===== src/pkg/sacl_regs.vh =====
`ifndef SACL_REGS_VH
`define SACL_REGS_VH

// ==========================================================
// register offsets
`define SACL_ADDR_ALT_SEL 8'h4f
`define SACL_ADDR_CTL 8'h5f
`define SACL_ADDR_TX_LO 8'h60
`define SACL_ADDR_TX_HI 8'h61
`define SACL_ADDR_RX_LO 8'h62
`define SACL_ADDR_RX_HI 8'h63
`define SACL_ADDR_RAW 8'hf9
`define SACL_ADDR_STAT 8'hfb
`define SACL_ADDR_MASK 8'hfd
`define SACL_ADDR_CLR 8'hff

// ==========================================================
// control and status fields
`define SACL_CTL_PIN_MODE 0
`define SACL_CTL_SEL 2
`define SACL_CTL_GO 3
`define SACL_CTL_AUTO_RX 4
`define SACL_CTL_RX_ERR 5
`define SACL_ALT_ANT_IN 0

// ==========================================================
// event flag positions
`define SACL_EV_TIMEOUT 3
`define SACL_EV_TX_DONE 4
`define SACL_EV_RX_DONE 5
`define SACL_EV_ALL 8'h38

// ==========================================================
// reset values
`define SACL_RST_BYTE 8'h00

// ==========================================================
// word lengths
`define SACL_TX_BITS 14
`define SACL_RX_BITS 10

// ==========================================================
// timing
`define SACL_CLK_NS 10
`define SACL_REPLY_TIMEOUT_NS 100000000
`define SACL_REPLY_TIMEOUT_CYC (`SACL_REPLY_TIMEOUT_NS / `SACL_CLK_NS)
`define SACL_SLICE_NS 250000
`define SACL_SLICE_CYC (`SACL_SLICE_NS / `SACL_CLK_NS)
`define SACL_BIT_SLICES 4
`define SACL_ZERO_HI_SLICES 1
`define SACL_ONE_HI_SLICES 3

`endif


===== src/hdl/sacl_top.v =====
`timescale 1ns/1ns
`include "sacl_regs.vh"

// Behaviour
// basic mode transmits only; advanced mode also receives replies.
// control bit 0 picks shared line or separate input line.
// direction output low while receiving, high while driving the shared line.
// receive-complete flag sets when a reply word is fully taken.
// transmit-complete flag sets when the outgoing word ends.
// timeout flag sets on no reply or an incomplete reply.
// receive-error bit sets when a reply ends incomplete.
// interrupt request rises for enabled, set event flags.
// host not using interrupt masks events and polls flags.
// host interrogates with a basic word whose channel field is zero.
// after sending, release the line and wait up to 100 ms.
// advanced antenna answers with a 10-bit identifier.
// host sets transaction select and auto-receive before transmitting.
// host loads the 14-bit word into two transmit registers.
// writing transmit-start begins sending the loaded word.
// host clears transaction select, keeps auto-receive, to receive.
// received 10-bit value lands in two receive registers.
// no reply within 100 ms after transmit gives receive timeout.
// host treats nonzero error-free data as advanced reply, zero as basic.
// separate input shares general pin 0, chosen by alternate select.
// all general pins come up as inputs.
// line words use pulse-width bits, most significant first.
module sacl_top #(
    parameter integer REPLY_CYC = `SACL_REPLY_TIMEOUT_CYC,
    parameter integer SLICE_CYC = `SACL_SLICE_CYC,
    parameter integer BIT_SLICES = `SACL_BIT_SLICES,
    parameter integer ZERO_HI = `SACL_ZERO_HI_SLICES,
    parameter integer ONE_HI = `SACL_ONE_HI_SLICES
) (
    // clock and reset
    input wire REF_CLK,
    input wire RESETN,
    // register port
    input wire [7:0] REG_ADDR,
    input wire [7:0] REG_WDATA,
    input wire REG_WR,
    input wire REG_RD,
    output reg [7:0] REG_RDATA,
    // antenna line
    input wire ANTENNA_LINE_IO_I,
    output reg ANTENNA_LINE_IO_O,
    output reg ANTENNA_LINE_IO_OE_N,
    output reg ANTENNA_DIRECTION_OUT,
    output reg ANTENNA_DIRECTION_OUT_OE_N,
    input wire ANTENNA_SEPARATE_INPUT,
    // interrupt
    output reg INTERRUPT_REQUEST_OUT
);

    // ==========================================================
    // states
    localparam [3:0] ST_IDLE = 4'b0001;
    localparam [3:0] ST_TX = 4'b0010;
    localparam [3:0] ST_WAIT = 4'b0100;
    localparam [3:0] ST_RX = 4'b1000;

    function wr_hit;
        input [7:0] a;
        input [7:0] off;
        begin
            wr_hit = REG_WR && (a == off);
        end
    endfunction

    // ==========================================================
    // registers
    reg [7:0] alt_sel_q;
    reg pin_mode_q;
    reg sel_q;
    reg auto_rx_q;
    reg rx_err_q;
    reg [7:0] tx_lo_q;
    reg [5:0] tx_hi_q;
    reg [7:0] rx_lo_q;
    reg [1:0] rx_hi_q;
    reg [7:0] raw_q;
    reg [7:0] mask_q;
    reg [3:0] st_q;
    reg [3:0] st_d;
    reg [31:0] slice_cnt_q;
    reg [7:0] slice_idx_q;
    reg [4:0] bit_idx_q;
    reg [31:0] wait_cnt_q;
    reg [31:0] hi_cnt_q;
    reg [9:0] rx_shift_q;
    reg rx_prev_q;

    wire two_pin = pin_mode_q;
    wire slice_tick = (slice_cnt_q == SLICE_CYC - 1);
    wire bit_end = slice_tick && (slice_idx_q == BIT_SLICES - 1);
    wire [13:0] tx_word = {tx_hi_q, tx_lo_q};
    // second pin only serves the antenna once selected away from gpio use
    wire rx_in = (two_pin && alt_sel_q[`SACL_ALT_ANT_IN]) ? ANTENNA_SEPARATE_INPUT
                                                           : ANTENNA_LINE_IO_I;
    wire rx_rise = rx_in && !rx_prev_q;
    wire rx_fall = !rx_in && rx_prev_q;
    // next-cycle pulse shape, so the line opens high on the edge that enables it
    wire [7:0] slice_idx_nx = (st_q != ST_TX || bit_end) ? 8'h00
                              : (slice_tick ? slice_idx_q + 8'h01 : slice_idx_q);
    wire [4:0] bit_idx_nx = (st_q != ST_TX) ? 5'd13
                            : ((bit_end && bit_idx_q != 5'd0) ? bit_idx_q - 5'd1 : bit_idx_q);
    wire [7:0] hi_slices = tx_word[bit_idx_nx[3:0]] ? ONE_HI[7:0] : ZERO_HI[7:0];
    wire go_wr = wr_hit(REG_ADDR, `SACL_ADDR_CTL) && REG_WDATA[`SACL_CTL_GO];
    wire rx_arm_wr = wr_hit(REG_ADDR, `SACL_ADDR_CTL) && !REG_WDATA[`SACL_CTL_GO]
                     && !REG_WDATA[`SACL_CTL_SEL] && REG_WDATA[`SACL_CTL_AUTO_RX];
    // a reply bit longer than two bit periods counts as a broken word
    wire rx_stall = (hi_cnt_q >= 2 * BIT_SLICES * SLICE_CYC);
    wire rx_bit = (hi_cnt_q >= ((ZERO_HI + ONE_HI) * SLICE_CYC) / 2);

    reg ev_tx_done;
    reg ev_rx_done;
    reg ev_timeout;
    reg ev_rx_err;

    // ==========================================================
    // sequencer
    always @*
    begin
        st_d = st_q;
        ev_tx_done = 1'b0;
        ev_rx_done = 1'b0;
        ev_timeout = 1'b0;
        ev_rx_err = 1'b0;
        case (st_q)
            ST_IDLE:
            begin
                if (go_wr)
                    st_d = ST_TX;
                else if (rx_arm_wr)
                    st_d = ST_WAIT;
            end
            ST_TX:
            begin
                if (bit_end && bit_idx_q == 5'd0)
                begin
                    ev_tx_done = 1'b1;
                    // basic mode stops after sending
                    st_d = auto_rx_q ? ST_WAIT : ST_IDLE;
                end
            end
            ST_WAIT:
            begin
                if (rx_rise)
                    st_d = ST_RX;
                else if (wait_cnt_q == REPLY_CYC - 1)
                begin
                    ev_timeout = 1'b1;
                    st_d = ST_IDLE;
                end
            end
            ST_RX:
            begin
                if (rx_fall && bit_idx_q == `SACL_RX_BITS - 1)
                begin
                    ev_rx_done = 1'b1;
                    st_d = ST_IDLE;
                end
                else if (rx_stall)
                begin
                    ev_timeout = 1'b1;
                    ev_rx_err = 1'b1;
                    st_d = ST_IDLE;
                end
            end
            default:
                st_d = ST_IDLE;
        endcase
    end

    always @(posedge REF_CLK or negedge RESETN)
    begin
        if (!RESETN)
            st_q <= ST_IDLE;
        else
            st_q <= st_d;
    end

    // ==========================================================
    // bit timing
    always @(posedge REF_CLK or negedge RESETN)
    begin
        if (!RESETN)
        begin
            slice_cnt_q <= 32'h0;
            slice_idx_q <= 8'h00;
            bit_idx_q <= 5'h00;
            wait_cnt_q <= 32'h0;
            hi_cnt_q <= 32'h0;
            rx_shift_q <= 10'h000;
            rx_prev_q <= 1'b0;
        end
        else
        begin
            rx_prev_q <= rx_in;
            if (st_q == ST_IDLE && st_d == ST_TX)
            begin
                slice_cnt_q <= 32'h0;
                slice_idx_q <= 8'h00;
                bit_idx_q <= 5'd13;
            end
            else if (st_q == ST_TX)
            begin
                slice_cnt_q <= slice_tick ? 32'h0 : slice_cnt_q + 32'h1;
                if (slice_tick)
                    slice_idx_q <= (slice_idx_q == BIT_SLICES - 1) ? 8'h00 : slice_idx_q + 8'h01;
                if (bit_end && bit_idx_q != 5'd0)
                    bit_idx_q <= bit_idx_q - 5'd1;
            end
            if (st_q != ST_WAIT)
                wait_cnt_q <= 32'h0;
            else
                wait_cnt_q <= wait_cnt_q + 32'h1;
            // first reply edge restarts the bit count
            if (st_q == ST_WAIT && rx_rise)
            begin
                bit_idx_q <= 5'd0;
                hi_cnt_q <= 32'h0;
            end
            else if (st_q == ST_RX)
            begin
                if (rx_rise || rx_fall)
                    hi_cnt_q <= 32'h0;
                else
                    hi_cnt_q <= hi_cnt_q + 32'h1;
                if (rx_fall)
                begin
                    rx_shift_q <= {rx_shift_q[8:0], rx_bit};
                    bit_idx_q <= bit_idx_q + 5'd1;
                end
            end
        end
    end

    // ==========================================================
    // pins
    always @(posedge REF_CLK or negedge RESETN)
    begin
        if (!RESETN)
        begin
            ANTENNA_LINE_IO_O <= 1'b0;
            ANTENNA_LINE_IO_OE_N <= 1'b1;
            ANTENNA_DIRECTION_OUT <= 1'b0;
            ANTENNA_DIRECTION_OUT_OE_N <= 1'b1;
        end
        else
        begin
            // line is released outside sending so the antenna can answer
            ANTENNA_LINE_IO_OE_N <= (st_d != ST_TX);
            ANTENNA_LINE_IO_O <= (st_d == ST_TX) && (slice_idx_nx < hi_slices);
            ANTENNA_DIRECTION_OUT <= (st_d == ST_TX);
            ANTENNA_DIRECTION_OUT_OE_N <= !(auto_rx_q && !two_pin);
        end
    end

    // ==========================================================
    // register file
    always @(posedge REF_CLK or negedge RESETN)
    begin
        if (!RESETN)
        begin
            alt_sel_q <= `SACL_RST_BYTE;
            pin_mode_q <= 1'b0;
            sel_q <= 1'b0;
            auto_rx_q <= 1'b0;
            rx_err_q <= 1'b0;
            tx_lo_q <= `SACL_RST_BYTE;
            tx_hi_q <= 6'h00;
            rx_lo_q <= `SACL_RST_BYTE;
            rx_hi_q <= 2'h0;
            raw_q <= `SACL_RST_BYTE;
            mask_q <= `SACL_RST_BYTE;
        end
        else
        begin
            if (wr_hit(REG_ADDR, `SACL_ADDR_ALT_SEL))
                alt_sel_q <= REG_WDATA;
            if (wr_hit(REG_ADDR, `SACL_ADDR_CTL))
            begin
                pin_mode_q <= REG_WDATA[`SACL_CTL_PIN_MODE];
                sel_q <= REG_WDATA[`SACL_CTL_SEL];
                auto_rx_q <= REG_WDATA[`SACL_CTL_AUTO_RX];
            end
            if (wr_hit(REG_ADDR, `SACL_ADDR_TX_LO))
                tx_lo_q <= REG_WDATA;
            if (wr_hit(REG_ADDR, `SACL_ADDR_TX_HI))
                tx_hi_q <= REG_WDATA[5:0];
            if (ev_rx_done)
            begin
                rx_lo_q <= {rx_shift_q[6:0], rx_bit};
                rx_hi_q <= rx_shift_q[8:7];
            end
            // error bit is per transaction: cleared when a new one starts
            if (ev_rx_err)
                rx_err_q <= 1'b1;
            else if (st_q == ST_IDLE && st_d != ST_IDLE)
                rx_err_q <= 1'b0;
            if (wr_hit(REG_ADDR, `SACL_ADDR_MASK))
                mask_q <= REG_WDATA;
            // set wins over a clear landing in the same cycle
            raw_q <= (raw_q & ~(wr_hit(REG_ADDR, `SACL_ADDR_CLR) ? REG_WDATA : 8'h00))
                     | ({2'b00, ev_rx_done, ev_tx_done, ev_timeout, 3'b000});
        end
    end

    always @(posedge REF_CLK or negedge RESETN)
    begin
        if (!RESETN)
            INTERRUPT_REQUEST_OUT <= 1'b0;
        else
            INTERRUPT_REQUEST_OUT <= |(raw_q & mask_q & `SACL_EV_ALL);
    end

    // ==========================================================
    // read path
    always @(posedge REF_CLK or negedge RESETN)
    begin
        if (!RESETN)
            REG_RDATA <= `SACL_RST_BYTE;
        else if (REG_RD)
        begin
            case (REG_ADDR)
                `SACL_ADDR_ALT_SEL: REG_RDATA <= alt_sel_q;
                `SACL_ADDR_CTL: REG_RDATA <= {2'b00, rx_err_q, auto_rx_q, (st_q != ST_IDLE), sel_q,
                                              1'b0, pin_mode_q};
                `SACL_ADDR_TX_LO: REG_RDATA <= tx_lo_q;
                `SACL_ADDR_TX_HI: REG_RDATA <= {2'b00, tx_hi_q};
                `SACL_ADDR_RX_LO: REG_RDATA <= rx_lo_q;
                `SACL_ADDR_RX_HI: REG_RDATA <= {6'h00, rx_hi_q};
                `SACL_ADDR_RAW: REG_RDATA <= raw_q;
                `SACL_ADDR_STAT: REG_RDATA <= raw_q & mask_q;
                `SACL_ADDR_MASK: REG_RDATA <= mask_q;
                default: REG_RDATA <= 8'h00;
            endcase
        end
    end

endmodule


===== config.mk =====
export PLATFORM = sky130hd
export DESIGN_NAME = sacl_top
export DESIGN_NICKNAME = d
export VERILOG_FILES = /design/src/hdl/sacl_top.v
export VERILOG_INCLUDE_DIRS = /design/src /design/src/pkg
export SDC_FILE = /design/constraint.sdc
export NUM_CORES = 1
export LEC_CHECK = 0
export ABC_AREA = 1
export CAP_MARGIN = 20
export CORE_ASPECT_RATIO = 0.7
export CORE_UTILIZATION = 50
export DETAILED_ROUTE_END_ITERATION = 12
export DONT_BUFFER_PORTS = 1
export RECOVER_POWER = 100
export SLEW_MARGIN = 10
export SYNTH_ARGS = -nofsm -noshare
export SYNTH_HDL_FRONTEND = slang
export SYNTH_SLANG_ARGS = --single-unit
export TNS_END_PERCENT = 50

===== constraint.sdc =====
create_clock -name REF_CLK -period 3.8 [get_ports REF_CLK]
set_clock_uncertainty 0.1 [all_clocks]
set_input_delay 0.19 -clock REF_CLK [delete_from_list [all_inputs] [get_ports REF_CLK]]
set_output_delay 0.19 -clock REF_CLK [all_outputs]
set_load 0.01 [all_outputs]

==> impl_results.md, run 1 <==
- Status: complete, but fails checks
- Failing checks: hold timing
- Top post-synthesis cells by area: dfrtp_1 (44%), nand2_1 (10%), inv_1 (6.5%)
- Initial drt markers: 761
- Post-synth ARST share: 100.0%
- CTS Hold Bufs: 12
- FF-to-FF path depth: 9
- Post-synth EDFFs: 0
- Buffers on Ports: 0
- Fin. Hold Viols: 188
- Final ANT Viol Nets: 0
- Cell taking the most area after synthesis: dfrtp_1
- Initial core utilization: 51.10%
- CTS tree: done
- #FFs+latches synth: 188
- Final Instance Count excl. Fillers: 1,674
- R2R setup slack: 0.46 ns
- RSZ-0062 raised after global routing: no
- FF/Latch Area: 4708 um2
- H-tree level count: 4
- Peak supply drop: 303.6 uV
- Wirelength per Cell: 15.70 um
- Net Count, Synth: 1,409
- Die Area: 21,810 um2
- Sw frac: 24.80%
- Unique masters post-synth: 56
- Core Util, Final: 55.01%
- Seq/Total Area, Yosys: 44.39%
- CP required: 4.07 ns
- Dpl hpwl: 18,660 um
- Leak Pwr: 5.148 nW
- Setup TNS: 0 ns
- Count leader, synth: nand2_1
- Critical path launch point type: flop
- Synth Flop Type: dfrtp_1
- Switching power: 0.0009903 W
- I/O Pins: 35
- Max_slew headroom: 21.12%
- Vias in the first global route: 8,610
- Final setup fails: 0
- Final Net Count: 1,419
- PD cells: 349.8 nW/um2
- CP arrival: 3.61 ns
- DRT Pass-1 Iters: 5
- Fmax: 0.2993 GHz
- Reg power frac: 51.7%
- Initial antenna violation count: 0
- Clk_lat worst skew: 0.45 ns
- Tot GR Track Use: 25.35%
- Setup crit end kind: flop
- Worst-margin pin slew: 1.174 ns
- Part of the power in combinational logic: 3.5%
- Die Ht: 123.9 um
- First-pass GRT wire length: 43,530 um
- Post-synth top cells: nand2_1 (295), dfrtp_1 (185), inv_1 (184)
- Crit Path Category: flop to flop
- Post-CTS setup repair buffer count: 0
- Final min period: 3.341 ns
- CTS resizes: 0
- Row count: 44
- Routed vias: 9,146
- Clock tree buffer depth: 2
- Fillers: 2,021
- Syn_area_per_cell: 7.714 um2
- Yosys warns: 0
- TritonCTS Sinks: 188
- WHS: -0.6782 ns
- WL final: 26,280 um
- Post-Syn Area: 10,610 um2
- Worst min path class: primary input to async pin
- Reg clk slew, reported paths: 0.08 ns
- Final antenna diode count: 0
- Clock Power Share: 44.8%
- Fin crit share: 87.93%
- Area grow syn2layout: 7.644%
- Root cell of the clock tree: clkbuf_16
- GP Congestion: 0.8972
- Area fraction of the dominant cell type after synthesis: 43.65%
- Placed Cells incl. Taps: 1,630
- Share of layout cells above drive strength 1: 4.793%
- DRC: 0
- Crit Path Max Fanout: 31
- Int Pwr: 0.003004 W
- Multi-input logic area: 4881 um2
- Die Width: 176.1 um
- MaxCap Viol Count: 0
- Mapped Cells: 1,375
- Vias/cell: 5.464
- Grt ovf: 0
- Number of buffers created by CTS: 17
- Number of max-slew violations in the final report: 0
- Core box area: 20,750 um2
- Largest net degree at the start of global routing: 189
[through the flow]
step	total power [W]	hold WS [ns]	setup slack [ns]	instance area, um2
final	0.003994	-0.6782	0.4586	11420
after CTS	0.004041	-0.6874	0.5946	11540
after floorplan	0.002198	-0.2056	0.9961	10610
after global placement	0.002229	-0.1990	0.7172	10830
after detailed placement	0.002232	-0.1987	0.6129	10830
after global routing	0.004135	-0.6963	0.1533	11420
[kinds of logic (layout without fill, tap and decap cells)]
| group | count (synthesis) | count (layout) | synth area share (%) |
|---|---|---|---|
| DFF | 188 | 188 | 44.39 |
| AOI/OAI and AO/OA | 229 | 229 | 12.70 |
| buffers and inverters | 221 | 244 | 8.564 |
| and+or+nand+nor | 692 | 692 | 30.18 |
| xor gates and xnor gates | 32 | 32 | 2.642 |
| adders and majority gates | 12 | 12 | 1.416 |
| muxes | 1 | 1 | 0.1062 |
[cell type report]
type | instances | area share [%]
Tap cell | 276 | 3.025
Timing Repair Buffer | 20 | 1.490
Clock inverter | 12 | 1.074
Inverter | 192 | 6.334
Clock buffer | 20 | 4.088
Sequential cell | 188 | 41.24
Multi-Input combinational cell | 966 | 42.75
[worst paths after layout]
| check | to | from |
|---|---|---|
| setup / recovery | slice_idx_q[1]$_DFFE_PN0P_ | st_q[0]$_DFF_PN1_ |
| hold / removal | wait_cnt_q[18]$_DFF_PN0_ | RESETN |
| setup reg to reg | slice_idx_q[1]$_DFFE_PN0P_ | st_q[0]$_DFF_PN1_ |
| max in group asynchronous | ANTENNA_LINE_IO_OE_N$_DFF_PN1_ | RESETN |
| hold reg to reg | hi_cnt_q[31]$_DFFE_PN0P_ | hi_cnt_q[31]$_DFFE_PN0P_ |
| min in group REF_CLK | pin_mode_q$_DFFE_PN0N_ | REG_ADDR[5] |
[flip-flops by register name (all words and copies together) (netlist names), 5 cells and up]
signal       cells
slice_idx_q      8
slice_cnt_q     32
rx_lo_q          8
hi_cnt_q        32
alt_sel_q        8
wait_cnt_q      32
REG_RDATA        8
tx_lo_q          8
bit_idx_q        5
mask_q           8
raw_q            8
tx_hi_q          6
rx_shift_q       9
[worst max-delay path, cell delays in order, from the launching register on]
cell and delay [ns]:
dfstp_1 0.54, inv_1 0.07, nor3_1 0.45, nand3_1 0.49, nand2_4 0.49, inv_4 0.17
nor2_4 0.25, clkbuf_2 0.40, nand2_8 0.11, o21ai_0 0.18
[routing by layer]
| layer | wire length (um) | GRT usage (%) | vias to the layer above |
|---|---|---|---|
| met5 | 0 | 0 | - |
| met4 | 434 | 7.174 | 0 |
| met3 | 1257 | 4.701 | 33 |
| met2 | 11020 | 37.20 | 193 |
| met1 | 13570 | 37.92 | 4334 |
| li1 | - | - | 4586 |
[cells in the final DEF, fill, tap and decap left out, types with 9 or more instances in the layout]
cell,Yosys,routed
a211oi_1,9,9
a21oi_1,67,67
clkbuf_16,0,17
dfrtp_1,185,185
dlygate4sd3_1,0,12
ha_1,12,12
inv_1,184,185
nand2_1,295,298
nand3_1,77,78
nand4_1,51,51
nor2_1,158,162
nor3_1,49,54
nor4_1,19,20
o21ai_0,89,94
o22ai_1,9,13
xor2_1,30,30
[power by group through the flow]
stage	clock (W)	sequential, W	combinational (W)
after floorplan	0	0.00209	0.000105
after global placement	0	0.00210	0.000126
after detailed placement	0	0.00210	0.000129
after CTS	0.00183	0.00206	0.000143
after global routing	0.00191	0.00207	0.000159
final	0.00179	0.00206	0.000140
Power figures use the tool's default switching activity.
==> run 2, diff against run 1 <==
--- a/config.mk
+++ b/config.mk
@@ -9,9 +9,10 @@
 export ABC_AREA = 1
 export CAP_MARGIN = 20
 export CORE_ASPECT_RATIO = 0.7
-export CORE_UTILIZATION = 50
+export CORE_UTILIZATION = 35
 export DETAILED_ROUTE_END_ITERATION = 12
 export DONT_BUFFER_PORTS = 1
+export HOLD_SLACK_MARGIN = 0.05
 export RECOVER_POWER = 100
 export SLEW_MARGIN = 10
 export SYNTH_ARGS = -nofsm -noshare
==> impl_results.md, run 2 (synthesized netlist as in run 1, its figures left out) <==
- Status: complete, but fails checks
- Failing checks: hold timing
- Routed vias: 9,286 (+1.5%)
- Fin. Hold Viols: 188 (unchanged)
- Core box area: 29,340 um2 (+41%)
- Initial drt markers: 726 (-4.6%)
- Most common cell after layout, fill and taps aside: nand2_1
- PD cells: 347.8 nW/um2 (-0.57%)
- H-tree level count: 4 (unchanged)
- Number of buffers created by CTS: 17 (unchanged)
- Peak supply drop: 299.7 uV (-1.3%)
- Regs by FF count: hi_cnt_q: 32 flops, slice_cnt_q: 32 flops, wait_cnt_q: 32 flops
- CP arrival: 3.56 ns (-0.05 ns)
- Worst-margin pin slew: 1.296 ns (+0.1216 ns)
- FF-to-FF path depth: 22 (+13)
- Final Instance Count excl. Fillers: 1,809 (+8.1%)
- Commonest non-fill, non-tap cells in the layout: nand2_1 (296), dfrtp_1 (185), inv_1 (185), nor2_1 (163), o21ai_0 (94)
- Fin crit share: 86.83% (-1.1 points)
- Wirelength per Cell: 14.87 um (-5.3%)
- DP Area: 10,990 um2 (+1.4%)
- Clock tree buffer depth: 2 (unchanged)
- Reg2reg start: slice_cnt_q[0]$_DFFE_PN0P_
- DRT Pass-1 Iters: 5 (unchanged)
- Crit Path Max Fanout: 9 (-71%)
- Clk_lat worst skew: 0.45 ns (about the same)
- CTS Hold Bufs: 20 (+8)
- Die Ht: 147.6 um (+19%)
- Dpl hpwl: 19,180 um (+2.8%)
- Reg clk slew, reported paths: 0.06 ns (-0.02 ns)
- Root cell of the clock tree: clkbuf_16
- TritonCTS Sinks: 188 (unchanged)
- Largest net degree at the start of global routing: 189 (unchanged)
- Leak Pwr: 5.184 nW (+0.70%)
- Final ANT Viol Nets: 0 (unchanged)
- Final antenna diode count: 0 (unchanged)
- Initial core utilization: 36.15% (-15 points)
- Setup crit end kind: flop
- Fmax: 0.3031 GHz (+1.3%)
- Core Util, Final: 39.71% (-15 points)
- First-pass GRT wire length: 45,340 um (+4.2%)
- Final Net Count: 1,426 (+0.49%)
- Placed Cells incl. Taps: 1,758 (+7.9%)
- Crit Path Category: flop to flop
- Tot GR Track Use: 18.27% (-7.1 points)
- Worst min path class: primary input to async pin
- Max_slew headroom: 12.96% (-8.2 points)
- Vias/cell: 5.133 (-6.0%)
- WHS: -0.6585 ns (+0.01968 ns)
- Grt ovf: 0 (unchanged)
- Post-route cell area: 11,650 um2 (+2.1%)
- Number of max-slew violations in the final report: 0 (unchanged)
- Final min period: 3.300 ns (-0.04189 ns)
- Share of layout cells above drive strength 1: 4.558% (-0.23 points)
- RR Endpoint: ANTENNA_LINE_IO_O$_DFF_PN0_
- Final setup fails: 0 (unchanged)
- Post-CTS setup repair buffer count: 0 (unchanged)
- Row count: 52 (+18%)
- WL final: 26,890 um (+2.3%)
- Initial antenna violation count: 0 (unchanged)
- GP Congestion: 0.8630 (-3.8%)
- DRC: 0 (unchanged)
- Critical path launch point type: flop
- Area grow syn2layout: 9.862%
- I/O Pins: 35 (unchanged)
- Die Area: 31,020 um2 (+42%)
- R2R setup slack: 0.50 ns (+0.04 ns)
- Buffers on Ports: 0 (unchanged)
- Setup TNS: 0 ns (unchanged)
- Vias in the first global route: 8,806 (+2.3%)
- CTS resizes: 0 (unchanged)
- CP required: 4.06 ns (about the same)
- CTS tree: done
- MaxCap Viol Count: 0 (unchanged)
- RSZ-0062 raised after global routing: no
- Die Width: 210.1 um (+19%)
[run 2: changes by cell type in the layout (fill, tap and decap cells not counted), moves of 2 or more]
cell / change
inv_6: -3
nand2_2: +2
clkinv_8: -2
clkbuf_1: +3
nand2_1: -2
clkinvlp_4: -2
dlygate4sd3_1: +8
bufinv_16: +2
[run 2: layout make-up]
class                           instances  area, um2
Clock buffer                           22      464.2
Fill cell                            3028      17690
Multi-Input combinational cell        966       4878
Clock inverter                          9      128.9
Inverter                              192      723.2
Timing Repair Buffer                   27      242.7
Sequential cell                       188       4708
Tap cell                              405      506.7
[run 2: how the worst max path moves through the flow]
stage	slack, ns	start	end
final	0.50	slice_cnt_q[0]$_DFFE_PN0P_	ANTENNA_LINE_IO_O$_DFF_PN0_
after global placement	0.72	slice_cnt_q[0]$_DFFE_PN0P_	ANTENNA_LINE_IO_O$_DFF_PN0_
after detailed placement	0.61	slice_cnt_q[0]$_DFFE_PN0P_	ANTENNA_LINE_IO_O$_DFF_PN0_
after floorplan	1.0	slice_cnt_q[0]$_DFFE_PN0P_	ANTENNA_LINE_IO_O$_DFF_PN0_
after CTS	0.57	slice_cnt_q[0]$_DFFE_PN0P_	ANTENNA_LINE_IO_O$_DFF_PN0_
after global routing	0.13	st_q[1]$_DFF_PN0_	hi_cnt_q[31]$_DFFE_PN0P_
[run 2: where the power goes]
group / total (W) / internal, W / switching (W)
Sequential: 0.00207 / 0.00204 / 0.0000307
Clock: 0.00184 / 0.00102 / 0.000823
Combinational: 0.000144 / 0.0000524 / 0.0000920
[run 2: worst max-delay path: stages (launching register included)]
cell      delay (ns)
dfrtp_1         0.40
ha_1            0.25
nand2_1         0.07
inv_1           0.09
nand2_1         0.06
nor2_1          0.08
nand2_1         0.08
nor2_4          0.19
nand3_1         0.19
nand2_2         0.19
nand3_4         0.13
nand2_1         0.08
o21ai_1         0.06
nor2_1          0.09
nor2_1          0.04
nand2_1         0.06
nand2_1         0.06
ha_1            0.29
a21oi_1         0.16
nand3_1         0.10
nor2_1          0.12
nand4_1         0.10
a211oi_1        0.21
[run 2: through the flow]
stage          power (W)  setup WS (ns)
2_1_floorplan   0.002198         0.9961
3_3_place_gp    0.002229         0.7244
3_5_place_dp    0.002232         0.6129
4_1_cts         0.004096         0.5653
5_1_grt         0.004200         0.1256
6_report        0.004053         0.5005
[run 2: per-layer routing]
metal  vias up  global-route usage (%)  part of all wire, %
li1       4609                       -                    -
met4         0                   4.781                 0.97
met5         -                       0                    0
met3        19                   3.335                  5.0
met2       227                   25.50                   41
met1      4431                   28.47                   53
==> run 3, diff against run 2 <==
--- a/config.mk
+++ b/config.mk
@@ -6,7 +6,6 @@
 export SDC_FILE = /design/constraint.sdc
 export NUM_CORES = 1
 export LEC_CHECK = 0
-export ABC_AREA = 1
 export CAP_MARGIN = 20
 export CORE_ASPECT_RATIO = 0.7
 export CORE_UTILIZATION = 35
==> impl_results.md, run 3 <==
- Die Width: 205.2 um (-2.3%)
- Wirelength per Cell: 17.13 um (+15%)
- Yosys warns: 0 (unchanged)
- Final setup fails: 0 (unchanged)
- Buffers on Ports: 0 (unchanged)
- Compound-Gate Fraction of Synth Area: 11.33% (-1.4 points)
- Die Area: 29,590 um2 (-4.6%)
- Post-synth top cells: dfrtp_1 (185), nand2_1 (123), nor2_1 (119)
- Fmax: 0.2648 GHz (-13%)
- GP Congestion: 0.8951 (+3.7%)
- Dpl hpwl: 17,710 um (-7.6%)
- Core box area: 28,080 um2 (-4.3%)
- WL final: 25,650 um (-4.6%)
- Post-route cell area: 11,690 um2 (+0.30%)
- Fillers: 2,740 (-9.5%)
- Routed vias: 8,218 (-12%)
- Area fraction of the dominant cell type after synthesis: 45.78% (+2.1 points)
- Net Count, Synth: 1,093 (-22%)
- Synth Area in Simple Gates: 25.24% (-4.9 points)
- CP required: 4.06 ns (about the same)
- Worst-margin pin slew: 1.452 ns (+0.1567 ns)
- Leak Pwr: 5.030 nW (-3.0%)
- Number of buffers created by CTS: 17 (unchanged)
- Vias in the first global route: 7,614 (-14%)
- Bufs and invs on worst path: 1 (unchanged)
- Fin crit share: 99.38% (+13 points)
- Row count: 51 (-1.9%)
- Most common cell after layout, fill and taps aside: dfrtp_1
- DP Area: 10,810 um2 (-1.6%)
- Unique masters post-synth: 79 (+41%)
- Crit path from: slice_cnt_q[3]$_DFFE_PN0P_
- Critical path launch point type: flop
- DRT Pass-1 Iters: 5 (unchanged)
- Clk_lat worst skew: 0.46 ns (about the same)
- Worst min path class: primary input to async pin
- Final antenna diode count: 0 (unchanged)
- I/O Pins: 35 (unchanged)
- #FFs+latches synth: 188 (unchanged)
- Share of layout cells above drive strength 1: 15.90% (+11 points)
- CP max stage delay: 0.42 ns (+0.02 ns)
- Root cell of the clock tree: clkbuf_16
- Crit Path Category: flop to flop
- Core Util, Final: 41.63% (+1.9 points)
- Post-Syn Area: 10,110 um2 (-4.7%)
- Syn_area_per_cell: 9.549 um2 (+24%)
- Mapped Cells: 1,059 (-23%)
- First-pass GRT wire length: 41,420 um (-8.6%)
- Post-synth ARST share: 100.0% (unchanged)
- Seq/Total Area, Yosys: 46.56% (+2.2 points)
- Largest net degree at the start of global routing: 189 (unchanged)
- CTS Hold Bufs: 14 (-30%)
- Clock tree buffer depth: 2 (unchanged)
- Initial core utilization: 36.02% (-0.13 points)
- RSZ-0062 raised after global routing: yes
- Post-synth EDFFs: 0 (unchanged)
- CTS tree: done
- DRC: 0 (unchanged)
- Cell taking the most area after synthesis: dfrtp_1
- Failing checks: hold timing
- Post-synthesis mux area share: 6.644% (+6.5 points)
- Peak supply drop: 226.7 uV (-24%)
- Crit Path Max Fanout: 5 (-4)
- Initial drt markers: 865 (+19%)
- Synth Flop Type: dfrtp_1
- Status: complete, but fails checks
- Tot GR Track Use: 17.86% (-0.41 points)
- MaxCap Viol Count: 0 (unchanged)
- Setup crit end kind: flop
- H-tree level count: 4 (unchanged)
- Top post-synthesis cells by area: dfrtp_1 (46%), mux2_2 (5.0%), nand2_1 (4.6%)
- Regs by FF count: hi_cnt_q: 32 flops, slice_cnt_q: 32 flops, wait_cnt_q: 32 flops
- Commonest non-fill, non-tap cells in the layout: dfrtp_1 (185), nand2_1 (123), nor2_1 (119), buf_4 (58), o21ai_0 (57)
- Area grow syn2layout: 15.58%
- Reg clk slew, reported paths: 0.08 ns (+0.02 ns)
- CP top delay family: compound AO/OA/AOI/OAI gates
- Initial antenna violation count: 0 (unchanged)
- CP arrival: 4.04 ns (+0.48 ns)
- Vias/cell: 5.490 (+6.9%)
- Max_slew headroom: 3.176% (-9.8 points)
- Grt ovf: 0 (unchanged)
- Post-synthesis xor/xnor area fraction: 5.976% (+3.3 points)
- Reg2reg start: slice_cnt_q[3]$_DFFE_PN0P_
- Number of max-slew violations in the final report: 0 (unchanged)
- Final Net Count: 1,147 (-20%)
- CP Cell Sequence: nor4_2 -> nand4_1 -> o31a_1 -> or2_4 -> mux2i_1 -> a211o_1 -> a311o_1 -> ha_1 -> inv_1 -> o2111ai_1 -> nor2_1 -> a31oi_1 -> or3_1 -> a311oi_2
- Crit path max-delay cell type: dfrtp_1
- Post-Synth Adder-Cell Area: 1.485% (+0.069 points)
- Final min period: 3.776 ns (+0.4769 ns)
- Count leader, synth: dfrtp_1
- Final ANT Viol Nets: 0 (unchanged)
- Fin. Hold Viols: 188 (unchanged)
- WHS: -0.6722 ns (-0.01368 ns)
- TritonCTS Sinks: 188 (unchanged)
- PD cells: 343.0 nW/um2 (-1.4%)
- Combinational family with the most area after synthesis: simple AND/OR/NAND/NOR gates
- Die Ht: 144.2 um (-2.3%)
-- run 3: final timing paths --
path | endpoint | slack, ns | cells past startpoint
setup / recovery | ANTENNA_LINE_IO_O$_DFF_PN0_ | 0.02 | 14
hold / removal | slice_cnt_q[24]$_DFFE_PN0P_ | -0.67 | 0
setup reg to reg | ANTENNA_LINE_IO_O$_DFF_PN0_ | 0.02 | 14
hold reg to reg | wait_cnt_q[0]$_DFF_PN0_ | 0.36 | 1
max in group asynchronous | st_q[0]$_DFF_PN1_ | 3.88 | 0
min in group REF_CLK | rx_err_q$_DFFE_PN0P_ | 0.06 | 4
-- run 3: cell type report --
type	count	area (um2)	share of cell area, %
sequential	188	4708	40.28
clock buffer	18	429.2	3.672
tap	371	464.2	3.972
clock inverter	14	168.9	1.445
multi-input combinational	800	5206	44.55
timing repair buffer	77	601.8	5.149
inverter	29	108.9	0.9314
-- run 3: logic make-up (layout without fill, tap and decap cells) --
kind of cell / count (synthesis) / after routing
adder cells (fa/ha/maj): 12 / 12
AO/OA/AOI/OAI: 180 / 180
XOR/XNOR: 69 / 69
buffers and inverters: 71 / 138
flip-flops: 188 / 188
multiplexers: 58 / 58
AND/OR/NAND/NOR: 481 / 481
-- run 3: metrics by stage --
step | instances | total power (W) | setup TNS (ns) | setup slack [ns]
finish | 1497 | 0.004008 | 0 | 0.02361
global route | 1497 | 0.004131 | -0.1709 | -0.1709
CTS | 1493 | 0.004043 | 0 | 0.04008
detailed placement | 1442 | 0.002175 | -0.005666 | -0.005666
global placement | 1442 | 0.002173 | 0 | 0.06141
floorplan | 1059 | 0.002156 | 0 | 0.01433
-- run 3: power breakdown --
group / internal [W] / leakage (nW) / switching, W / total [W]
registers: 0.00202 / 2.55 / 0.0000204 / 0.00204
clock network: 0.00104 / 0.290 / 0.000811 / 0.00185
logic: 0.0000575 / 2.19 / 0.0000598 / 0.000117
total: 0.00312 / 5.03 / 0.000891 / 0.00401
-- run 3: timing repair --
item / CTS / global route
pin swaps: 4 / 6
endpoints found under the setup margin: 1 / 2
hold endpoints to repair: 241 / 188
setup buffers: 5 / 4
resized for setup: 2 / 16
-- run 3: routing by layer --
layer  vias to the layer above  wire length (um)  track usage [%]  part of all wire (%)
met2                       273             10230            24.22                    40
met1                      3971             13290            27.64                    52
met3                        37              1750            4.461                   6.8
met4                         0               380            4.483                   1.5
li1                       3937                 -                -                     -
met5                         -                 0                0                     0
